[src/include/ipc_regs.vh]
// register indices, field positions and reset values of the interrupt pin block
// assumes a 32-bit apb slave with each register in one aligned word (byte = 4 * index)
`ifndef IPC_REGS_VH
`define IPC_REGS_VH

// register indices; byte address is four times the index
`define IPC_IDX_CFG        8'h7d
`define IPC_IDX_STATUS     8'h80
`define IPC_IDX_MASK       8'h81
`define IPC_IDX_PIN        8'h82

// apb address width and word alignment
`define IPC_AW             12
`define IPC_DW             32
`define IPC_IDX_W          8

// pin configuration fields
`define IPC_CFG_W          3
`define IPC_CFG_POL        0
`define IPC_CFG_FLOAT      1
`define IPC_CFG_GPO        2
`define IPC_CFG_RESET      3'h2

// interrupt status and mask
`define IPC_EV_W           8
`define IPC_STATUS_RESET   8'h00
`define IPC_MASK_RESET     8'h00

// pin state readback fields
`define IPC_PIN_W          3
`define IPC_PIN_LEVEL      0
`define IPC_PIN_DRIVEN     1
`define IPC_PIN_ASSERTED   2

// synchroniser depth for the pin readback
`define IPC_SYNC_W         3

`endif

[src/verilog/ipc_pin_drv.v]
// output stage of the interrupt request pin: level and enable from configuration
// assumes pending comes from logic on core_clk; pad resolves wire level from enable
`timescale 1ns/100ps

module ipc_pin_drv (
   input  wire core_clk,
   input  wire resetn,
   input  wire pending,
   input  wire gpo_sel,
   input  wire float_idle,
   input  wire polarity,
   output reg  pin_o,
   output reg  pin_oe,
   output reg  asserted_q
);

`include "ipc_regs.vh"

   reg asserted_d;
   reg level_d;
   reg drive_d;

   always @* begin
      // general output: no interrupt state, the polarity bit is the level
      if (gpo_sel) begin
         asserted_d = 1'b0;
         level_d    = polarity;
         drive_d    = 1'b1;
      end else begin
         asserted_d = pending;
         // active low when polarity is 0, active high when 1
         level_d    = pending ? polarity : ~polarity;
         // floating idle: drive only while asserted
         drive_d    = float_idle ? pending : 1'b1;
      end
   end

   always @(posedge core_clk) begin
      if (!resetn) begin
         pin_o      <= 1'b1;
         pin_oe     <= 1'b0;
         asserted_q <= 1'b0;
      end else begin
         pin_o      <= level_d;
         pin_oe     <= drive_d;
         asserted_q <= asserted_d;
      end
   end

endmodule // ipc_pin_drv

[src/verilog/ipc_top.v]
// interrupt pin block: apb registers, sticky interrupt status, mask, pin output stage
// assumes events come from logic on core_clk; the pin readback comes from the pad
//
// How it works
// general-output select set: pin leaves interrupt duty, becomes general output
// in general-output use the pin shows the polarity bit's value
// float bit 0: always driven; 1: driven only while asserted, else released
// interrupt shown low with polarity 0, high with polarity 1
// pin asserted while any unmasked event is pending; released once software clears
//
// Local design decision: the APB register port.
`timescale 1ns/100ps

module ipc_top (
   input  wire        core_clk,
   input  wire        resetn,
   input  wire        psel,
   input  wire        penable,
   input  wire        pwrite,
   input  wire [11:0] paddr,
   input  wire [31:0] pwdata,
   input  wire [3:0]  pstrb,
   output wire        pready,
   output reg  [31:0] prdata,
   output reg         pslverr,
   input  wire [7:0]  irq_event,
   output reg         irq_o,
   output wire        irq_pin_o,
   output wire        irq_pin_oe,
   input  wire        irq_pin_i
);

`include "ipc_regs.vh"

   // ------------------------------------------------------------------
   // address decode
   // ------------------------------------------------------------------

   function hit;
      input [`IPC_AW-1:0]    addr;
      input [`IPC_IDX_W-1:0] idx;
      begin
         hit = (addr == {2'b00, idx, 2'b00});
      end
   endfunction

   function [`IPC_DW-1:0] zext_ev;
      input [`IPC_EV_W-1:0] v;
      begin
         zext_ev = {{(`IPC_DW-`IPC_EV_W){1'b0}}, v};
      end
   endfunction

   wire sel_cfg;
   wire sel_status;
   wire sel_mask;
   wire sel_pin;
   wire mapped;
   wire setup;
   wire access;
   wire wr_access;
   wire lane0;

   assign sel_cfg    = hit(paddr, `IPC_IDX_CFG);
   assign sel_status = hit(paddr, `IPC_IDX_STATUS);
   assign sel_mask   = hit(paddr, `IPC_IDX_MASK);
   assign sel_pin    = hit(paddr, `IPC_IDX_PIN);
   assign mapped     = sel_cfg | sel_status | sel_mask | sel_pin;

   // zero wait states: every access completes in its first access cycle
   assign pready     = 1'b1;
   assign setup      = psel & ~penable;
   assign access     = psel & penable;
   assign wr_access  = access & pwrite & mapped;
   assign lane0      = pstrb[0];

   // ------------------------------------------------------------------
   // registers
   // ------------------------------------------------------------------

   reg  [`IPC_CFG_W-1:0] cfg_q;
   reg  [`IPC_CFG_W-1:0] cfg_d;
   reg  [`IPC_EV_W-1:0]  status_q;
   reg  [`IPC_EV_W-1:0]  status_d;
   reg  [`IPC_EV_W-1:0]  mask_q;
   reg  [`IPC_EV_W-1:0]  mask_d;

   wire                  gpo_sel;
   wire                  float_idle;
   wire                  polarity;

   assign gpo_sel    = cfg_q[`IPC_CFG_GPO];
   assign float_idle = cfg_q[`IPC_CFG_FLOAT];
   assign polarity   = cfg_q[`IPC_CFG_POL];

   always @* begin
      cfg_d = cfg_q;
      if (wr_access && sel_cfg && lane0) begin
         cfg_d = pwdata[`IPC_CFG_W-1:0];
      end
   end

   always @* begin
      mask_d = mask_q;
      if (wr_access && sel_mask && lane0) begin
         mask_d = pwdata[`IPC_EV_W-1:0];
      end
   end

   // write one to clear; an event in the same cycle keeps its bit set
   always @* begin
      status_d = status_q;
      if (wr_access && sel_status && lane0) begin
         status_d = status_q & ~pwdata[`IPC_EV_W-1:0];
      end
      status_d = status_d | irq_event;
   end

   always @(posedge core_clk) begin
      if (!resetn) begin
         cfg_q    <= `IPC_CFG_RESET;
         mask_q   <= `IPC_MASK_RESET;
         status_q <= `IPC_STATUS_RESET;
      end else begin
         cfg_q    <= cfg_d;
         mask_q   <= mask_d;
         status_q <= status_d;
      end
   end

   // ------------------------------------------------------------------
   // interrupt level
   // ------------------------------------------------------------------

   wire pending_d;

   assign pending_d = |(status_q & mask_q);

   always @(posedge core_clk) begin
      if (!resetn) begin
         irq_o <= 1'b0;
      end else begin
         irq_o <= pending_d;
      end
   end

   // ------------------------------------------------------------------
   // pin output stage
   // ------------------------------------------------------------------

   wire pin_asserted;

   // pending level, mode, float and polarity select level and enable
   ipc_pin_drv u_pin_drv (
      .core_clk   (core_clk),
      .resetn     (resetn),
      .pending    (irq_o),
      .gpo_sel    (gpo_sel),
      .float_idle (float_idle),
      .polarity   (polarity),
      .pin_o      (irq_pin_o),
      .pin_oe     (irq_pin_oe),
      .asserted_q (pin_asserted)
   );

   // ------------------------------------------------------------------
   // pin readback: three flops, level accepted when the last two agree
   // ------------------------------------------------------------------

   reg [`IPC_SYNC_W-1:0] pin_sync_q;
   reg                   pin_level_q;
   reg                   pin_level_d;

   always @(posedge core_clk) begin
      if (!resetn) begin
         pin_sync_q <= {`IPC_SYNC_W{1'b0}};
      end else begin
         pin_sync_q <= {pin_sync_q[`IPC_SYNC_W-2:0], irq_pin_i};
      end
   end

   always @* begin
      pin_level_d = pin_level_q;
      if (pin_sync_q[1] == pin_sync_q[2]) begin
         pin_level_d = pin_sync_q[2];
      end
   end

   always @(posedge core_clk) begin
      if (!resetn) begin
         pin_level_q <= 1'b0;
      end else begin
         pin_level_q <= pin_level_d;
      end
   end

   wire [`IPC_PIN_W-1:0] pin_state;

   assign pin_state[`IPC_PIN_LEVEL]    = pin_level_q;
   assign pin_state[`IPC_PIN_DRIVEN]   = irq_pin_oe;
   assign pin_state[`IPC_PIN_ASSERTED] = pin_asserted;

   // ------------------------------------------------------------------
   // read data and error, captured in the setup cycle
   // ------------------------------------------------------------------

   reg [`IPC_DW-1:0] rdata_d;

   always @* begin
      rdata_d = {`IPC_DW{1'b0}};
      if (sel_cfg) begin
         rdata_d = {{(`IPC_DW-`IPC_CFG_W){1'b0}}, cfg_q};
      end else if (sel_status) begin
         rdata_d = zext_ev(status_q);
      end else if (sel_mask) begin
         rdata_d = zext_ev(mask_q);
      end else if (sel_pin) begin
         rdata_d = {{(`IPC_DW-`IPC_PIN_W){1'b0}}, pin_state};
      end
   end

   always @(posedge core_clk) begin
      if (!resetn) begin
         prdata  <= {`IPC_DW{1'b0}};
         pslverr <= 1'b0;
      end else if (setup) begin
         prdata  <= pwrite ? {`IPC_DW{1'b0}} : rdata_d;
         pslverr <= ~mapped;
      end else if (access) begin
         prdata  <= prdata;
         pslverr <= pslverr;
      end else begin
         prdata  <= {`IPC_DW{1'b0}};
         pslverr <= 1'b0;
      end
   end

endmodule // ipc_top

[config.mk]
export PLATFORM = sky130hd
export DESIGN_NAME = ipc_top
export DESIGN_NICKNAME = d
export VERILOG_FILES = /design/src/verilog/ipc_pin_drv.v /design/src/verilog/ipc_top.v
export VERILOG_INCLUDE_DIRS = /design/src /design/src/include
export SDC_FILE = /design/constraint.sdc
export NUM_CORES = 1
export LEC_CHECK = 0
export BUFFER_PORTS_ARGS = -buffer_cell sky130_fd_sc_hd__buf_4
export CORE_ASPECT_RATIO = 0.7
export CORE_MARGIN = 2
export CORE_UTILIZATION = 30
export DETAILED_ROUTE_END_ITERATION = 16
export GPL_TIMING_DRIVEN = 0
export PLACE_DENSITY = 0.69
export SYNTH_ARGS = -nofsm -noshare
export SYNTH_HDL_FRONTEND = slang
export SYNTH_SLANG_ARGS = --single-unit
[constraint.sdc]
create_clock -name core_clk -period 2.1 [get_ports core_clk]
set_input_delay 0 -clock core_clk [delete_from_list [all_inputs] [get_ports core_clk]]
set_output_delay 0 -clock core_clk [all_outputs]
set_load 0.05 [all_outputs]
==> results of run 1 <==
==> layer usage <==
layer / part of all wire / up-vias
li1: - / 837
met3: 0.085 / 10
met5: 0 / -
met4: 0.014 / 0
met2: 0.41 / 63
met1: 0.49 / 706
==> worst max-delay path by stage <==
stage | end | slack (ns) | cells past startpoint
after detailed placement | prdata[6] | 0.27 | 5
after floorplan | mask_q[0] | 0.53 | 5
after global placement | prdata[7] | 0.26 | 5
final | status_q[6] | 0.28 | 6
after CTS | status_q[4] | 0.05 | 6
after global routing | status_q[4] | 0.16 | 6
==> synthesized netlist by cell type, types with 2 or more instances <==
master     n  area, um2
a21oi_1    4      20.02
o21ai_0   19      95.09
a31oi_1    8      50.05
nand3_1    2      10.01
and3_1     2      12.51
clkbuf_1   2      7.510
conb_1     2      7.510
a22oi_1    9      67.56
nand2_1   17      63.81
nor3_1     3      15.01
mux2i_1    9      90.09
nor4_1     3      18.77
dfxtp_1   36      720.7
and2_1     3      18.77
a22o_1     3      26.28
buf_1      2      7.510
nor2b_1    2      12.51
a311oi_1   3      26.28
o31ai_1    3      22.52
inv_1      9      33.78
nor2_1    17      63.81
buf_4     25      187.7
==> kinds of logic after synthesis <==
family / Yosys count / share of synthesized area
AO/OA/AOI/OAI: 51 / 0.1921
XOR/XNOR: 1 / 0.005152
buffers and inverters: 39 / 0.1457
flip-flops: 36 / 0.4238
multiplexers: 9 / 0.05298
other: 2 / 0.004417
AND/OR/NAND/NOR: 58 / 0.1759
==> power by group <==
part,switching (mW),internal (mW)
Sequential,0.0117,0.697
Clock,0.234,0.292
Combinational,0.161,0.117
Total,0.408,1.11
==> what timing repair did <==
item / CTS / global route
hold buffers: 19 / 0
endpoints found under the hold margin: 21 / 0
resized for setup: 0 / 1
setup buffers: 0 / 0
endpoints found under the setup margin: 0 / 7
==> per-stage QoR <==
step	cells	worst slack (ns)	util
after global routing	363	0.1569	0.4702
after detailed placement	337	0.2662	0.4161
after CTS	363	0.04710	0.4698
after floorplan	219	0.5320	-
after global placement	337	0.2648	0.4161
final	363	0.2779	0.4702
==> state kept, by name (all words and copies together) (netlist names) <==
register              flops
prdata                    8
mask_q                    8
irq_o                     1
pslverr                   1
u_pin_drv.asserted_q      1
u_pin_drv.pin_oe          1
status_q                  8
pin_level_q               1
cfg_q                     3
pin_sync_q                3
u_pin_drv.pin_o           1
==> final cells by class <==
type | instances | share of cell area
Tap cell | 72 | 0.03587
Timing Repair Buffer | 65 | 0.2133
Clock buffer | 7 | 0.03837
Buffer | 30 | 0.08520
Multi-Input combinational cell | 144 | 0.3269
Inverter | 9 | 0.01345
Sequential cell | 36 | 0.2870
==> worst min-delay path: cells and delay by family <==
kind                   cells  cell delay (ns)
and+or+nand+nor            1             0.07
AOI/OAI and AO/OA          2             0.15
buffers and inverters      1             0.08
==> impl_metrics.csv, run 1 <==
group,metric,value,unit
status,outcome,"finished, final reports clean",
synth,synthCells,196,
synth,async_reset_ff_frac,0,
drt,dr.pass1.iters,4,
setup_path,cp.required,2.28,ns
place,port_buffers,46,
setup_path,path_common_cell,"dlygate4sd3_1",
clock_network,cts_tree,"yes",
clock_network,cts_made_buffers,5,
synth,synth_cell_types,35,
cells_and_area,fill_cells,540,
job,drv_cap,0,
min_path,hold_path_startpoint,"pwrite",
grt,grt_util_met1,0.2071,
floorplanning,ios,99,
pwr,ir_drop,0.0002401,V
drt,drt_wl_total,4422,um
cells_and_area,areaGrowthSynthToFinish,47.68,%
cells_and_area,final_area,2511,um2
sta,fin_crit,1.822,ns
grt,antenna_found_initial,0,
synth,synth_seq_area_share,0.4238,
synth,synth_seq_cells,36,
setup_path,cp-end-kind,"flop",
grt,grt-ovfl-total,0,
setup_path,worst_path_dominant_cell_family,"buffers and inverters",
setup_path,critPathMaxStageDelay,0.57,ns
cells_and_area,diodes,0,
sta,post-route-period-util,0.8677,
sta,skew,0.003825,ns
grt,grtUsageTotal,0.1478,
clock_network,clk_pin_slew_worst_paths,0.07,ns
setup_path,r2r_end,"status_q[2]",
sta,relSlewSlack,0.5038,
drt,drcViolationCount,0,
sta,setup-violations-final,0,
clock_network,cts_num_sinks,36,
synth,ys.flop_type,"dfxtp_1",
setup_path,critPathKind,"in2reg",
place,gp_congestion,0.8066,
synth,synth_edf_count,0,
drt,wire_per_inst,12.18,um
setup_path,startpoint,"psel",
min_path,holdPathStages,4,
cells_and_area,seq_area,720.7,um2
cells_and_area,nets,353,
grt,grtUsageMet2,0.2036,
sta,final_hold_viol_count,0,
cells_and_area,mostFrequentLayoutCells,"buf_4 (71), dfxtp_1 (36), conb_1 (25)",
pwr,p_total,1.513,mW
floorplanning,start_util,0.3184,
place,place_area,2222,um2
cells_and_area,final_layout_size_suffix_gt1_frac,0.2852,
drt,ant_nets,0,
cells_and_area,multiInputGateArea,820.8,um2
grt,grt_pass1_vias,1450,
sta,final.setup.tns,0,ns
pwr,pwr_density_cell,602.5,nW/um2
setup_path,ff2ff_setup_slack,0.84,ns
floorplanning,dieWidth,93.99,um
sta,clock.fmax,0.5488,GHz
setup_path,crit_path_max_fanout,8,
setup_path,path_buf_inv,3,
clock_network,cts.path.max_buffers,2,
grt,grt_pass1_wl,6962,um
synth,syn_area,1700,um2
sta,slew_violations,0,
clock_network,insertion_delay,0.29,ns
grt,grtUsageMet3,0.04751,
sta,holdWs,0.05695,ns
setup_path,cp_cell_sequence,"dlygate4sd3_1 > buf_4 > nand4_1 > nor2_2 > a31oi_1 > dlygate4sd3_1",
drt,viasPerCell,4.452,
clock_network,cts.htree.levels,2,
place,dp_hpwl,3439,um
drt,detail_route.iter0.violations,64,
sta,tightest_slew,0.7375,ns
setup_path,worstPathArrival,2.00,ns
floorplanning,core_area,5340,um2
min_path,min_path_type,"in2reg",
setup_path,r2r_cells,3,
grt,grt_busiest_layer,"met1",
drt,vias,1616,
floorplanning,dieArea,6296,um2
cells_and_area,final_common_cell,"buf_4",
floorplanning,rows,22,
pwr,total_leakage_power,1.163,nW
sta,rsz0062_at_grt,"no",
synth,ys_warn_count,0,
synth,avgSynthCellArea,8.675,um2
grt,grt_max_degree,11,
setup_path,startpoint_type,"input pin",
floorplanning,dieHeight,66.99,um
clock_network,cts-root-buf,"clkbuf_8",
min_path,min_to,"prdata[2]",
setup_path,crit-reg2reg-launch,"status_q[2]",
setup_path,crit_slowest_cell,"dlygate4sd3_1",
Power figures use the tool's default switching activity.
==> run 2: changes to the inputs <==
- PLACE_DENSITY: 0.69 -> 0.64
==> run 2 against run 1 <==
Net effect:
- die area unchanged
- sequential power about the same
- cell count stayed put
==> impl_metrics.csv, run 2 (synthesis gave the netlist of run 1 again) <==
group,metric,value,unit
setup_path,crit_slowest_cell,"dlygate4sd3_1",
sta,clock.fmax,0.5035,GHz
setup_path,cp-end-kind,"flop",
clock_network,cts_tree,"yes",
cells_and_area,reg_top3,"mask_q: 8 flops, prdata: 8 flops, status_q: 8 flops",
drt,wire_per_inst,12.02,um
cells_and_area,multiInputGateArea,818.3,um2
place,gp_congestion,0.7910,
cells_and_area,fill_cells,553,
sta,fin_ws,0.1140,ns
floorplanning,dieHeight,66.99,um
grt,grt_pass1_wl,6630,um
pwr,p_clk_frac,0.349,
setup_path,cp_cell_sequence,"dlygate4sd3_1 > buf_4 > nand4_1 > nor2_1 > a31oi_1 > dlygate4sd3_1",
place,dp_hpwl,3367,um
clock_network,cts_resized,0,
drt,detail_route.iter0.violations,58,
pwr,pwr_density_cell,603.4,nW/um2
sta,rsz0062_at_grt,"no",
setup_path,crit-reg2reg-launch,"status_q[2]",
pwr,seqPwrFrac,0.468,
cells_and_area,nets,353,
place,place_area,2222,um2
place,port_buffers,46,
clock_network,cts_num_sinks,36,
place,placedCellCount,337,
cells_and_area,mostFrequentLayoutCells,"buf_4 (71), dfxtp_1 (36), conb_1 (25)",
drt,vias,1591,
floorplanning,rows,22,
min_path,hold_path_startpoint,"pwrite",
grt,grt_max_degree,11,
setup_path,crit_path_max_fanout,8,
clock_network,cts-root-buf,"clkbuf_8",
cells_and_area,final_common_cell,"buf_4",
grt,antenna_found_initial,0,
cells_and_area,final_layout_size_suffix_gt1_frac,0.2818,
cells_and_area,areaGrowthSynthToFinish,47.54,%
pwr,ir_drop,0.0003046,V
pwr,total_leakage_power,1.163,nW
pwr,intPower,1.105,mW
pwr,p_total,1.514,mW
setup_path,critPathMaxStageDelay,0.58,ns
drt,drt_wl_total,4363,um
setup_path,startpoint,"psel",
floorplanning,core_area,5340,um2
cells_and_area,diodes,0,
setup_path,path_common_cell,"dlygate4sd3_1",
floorplanning,start_util,0.3184,
grt,grt_pass1_vias,1405,
cells_and_area,seq_area,720.7,um2
sta,tightest_slew,0.7350,ns
grt,grtUsageTotal,0.1382,
place,pre_cts_ws,0.2750,ns
sta,final_hold_viol_count,0,
clock_network,post_cts.repair.setup_buffers,0,
pwr,netSwitchingFraction,0.2697,
setup_path,startpoint_type,"input pin",
sta,slew_violations,0,
cells_and_area,final_cell_count_no_fill,363,
sta,fin_crit,1.986,ns
sta,relSlewSlack,0.5055,
clock_network,cts_made_buffers,5,
setup_path,cp.required,2.27,ns
status,outcome,"finished, final reports clean",
pwr,comb_power_share,0.183,
clock_network,cts.path.max_buffers,2,
sta,final.setup.tns,0,ns
drt,drcViolationCount,0,
clock_network,cts.htree.levels,2,
job,drv_cap,0,
clock_network,clk_pin_slew_worst_paths,0.07,ns
floorplanning,dieArea,6296,um2
drt,ant_nets,0,
sta,skew,0.005779,ns
sta,setup-violations-final,0,
setup_path,worstPathArrival,2.16,ns
floorplanning,dieWidth,93.99,um
drt,dr.pass1.iters,4,
clock_network,insertion_delay,0.29,ns
drt,viasPerCell,4.383,
setup_path,critPathKind,"in2reg",
pwr,p_sw,0.4082,mW
min_path,min_path_type,"in2reg",
floorplanning,ios,99,
cells_and_area,final_area,2509,um2
sta,post-route-period-util,0.9457,
grt,grt-ovfl-total,0,
-- run 2: cell counts in the layout (fill, tap and decap cells not counted) --
No cell type changed its count.
-- run 2: path summary, 6_finish.rpt --
check                           depth (start not counted)       endpoint  slack (ns)
worst min register to register                          1  pin_sync_q[1]        0.43
worst max-delay path                                    6    status_q[5]        0.11
worst max register to register                          3    status_q[2]        0.81
worst min-delay path                                    4      prdata[1]        0.06
-- run 2: through the flow --
| step | hold slack (ns) | utilization |
|---|---|---|
| global placement | 0.1977 | 0.4161 |
| global route | 0.07091 | 0.4698 |
| finish | 0.06108 | 0.4698 |
| detailed placement | 0.2033 | 0.4161 |
| floorplan | 0.1002 | - |
| CTS | 0.05251 | 0.4698 |
-- run 2: final cells by class --
cell class,instances,share of cell area
Buffer,30,0.08529
Clock buffer,7,0.03840
Inverter,9,0.01347
Multi-Input combinational cell,144,0.3262
Sequential cell,36,0.2873
Tap cell,72,0.03591
Timing Repair Buffer,65,0.2135
-- run 2: what timing repair did --
item	CTS	global route
hold endpoints to repair	21	0
hold buffers	19	0
setup endpoints to repair	0	0
-- run 2: per-layer routing --
layer | wire length, um | up-vias | global-route usage
met4 | 39 | 0 | 0.03261
met3 | 316 | 5 | 0.03733
met2 | 1834 | 42 | 0.2063
met1 | 2171 | 704 | 0.1973
met5 | 0 | - | 0
li1 | - | 840 | -
-- run 2: power by group through the flow --
stage	Sequential, mW	Combinational (mW)	Clock, mW
CTS	0.708	0.275	0.539
detailed placement	0.724	0.244	0
global route	0.710	0.296	0.565
finish	0.709	0.277	0.528
floorplan	0.722	0.168	0
global placement	0.724	0.242	0
-- run 2: worst max-delay path, delay by kind of cell --
kind	cells	cell delay, ns
AO/OA/AOI/OAI	1	0.17
AND/OR/NAND/NOR	2	0.75
buffers and inverters	3	1.24
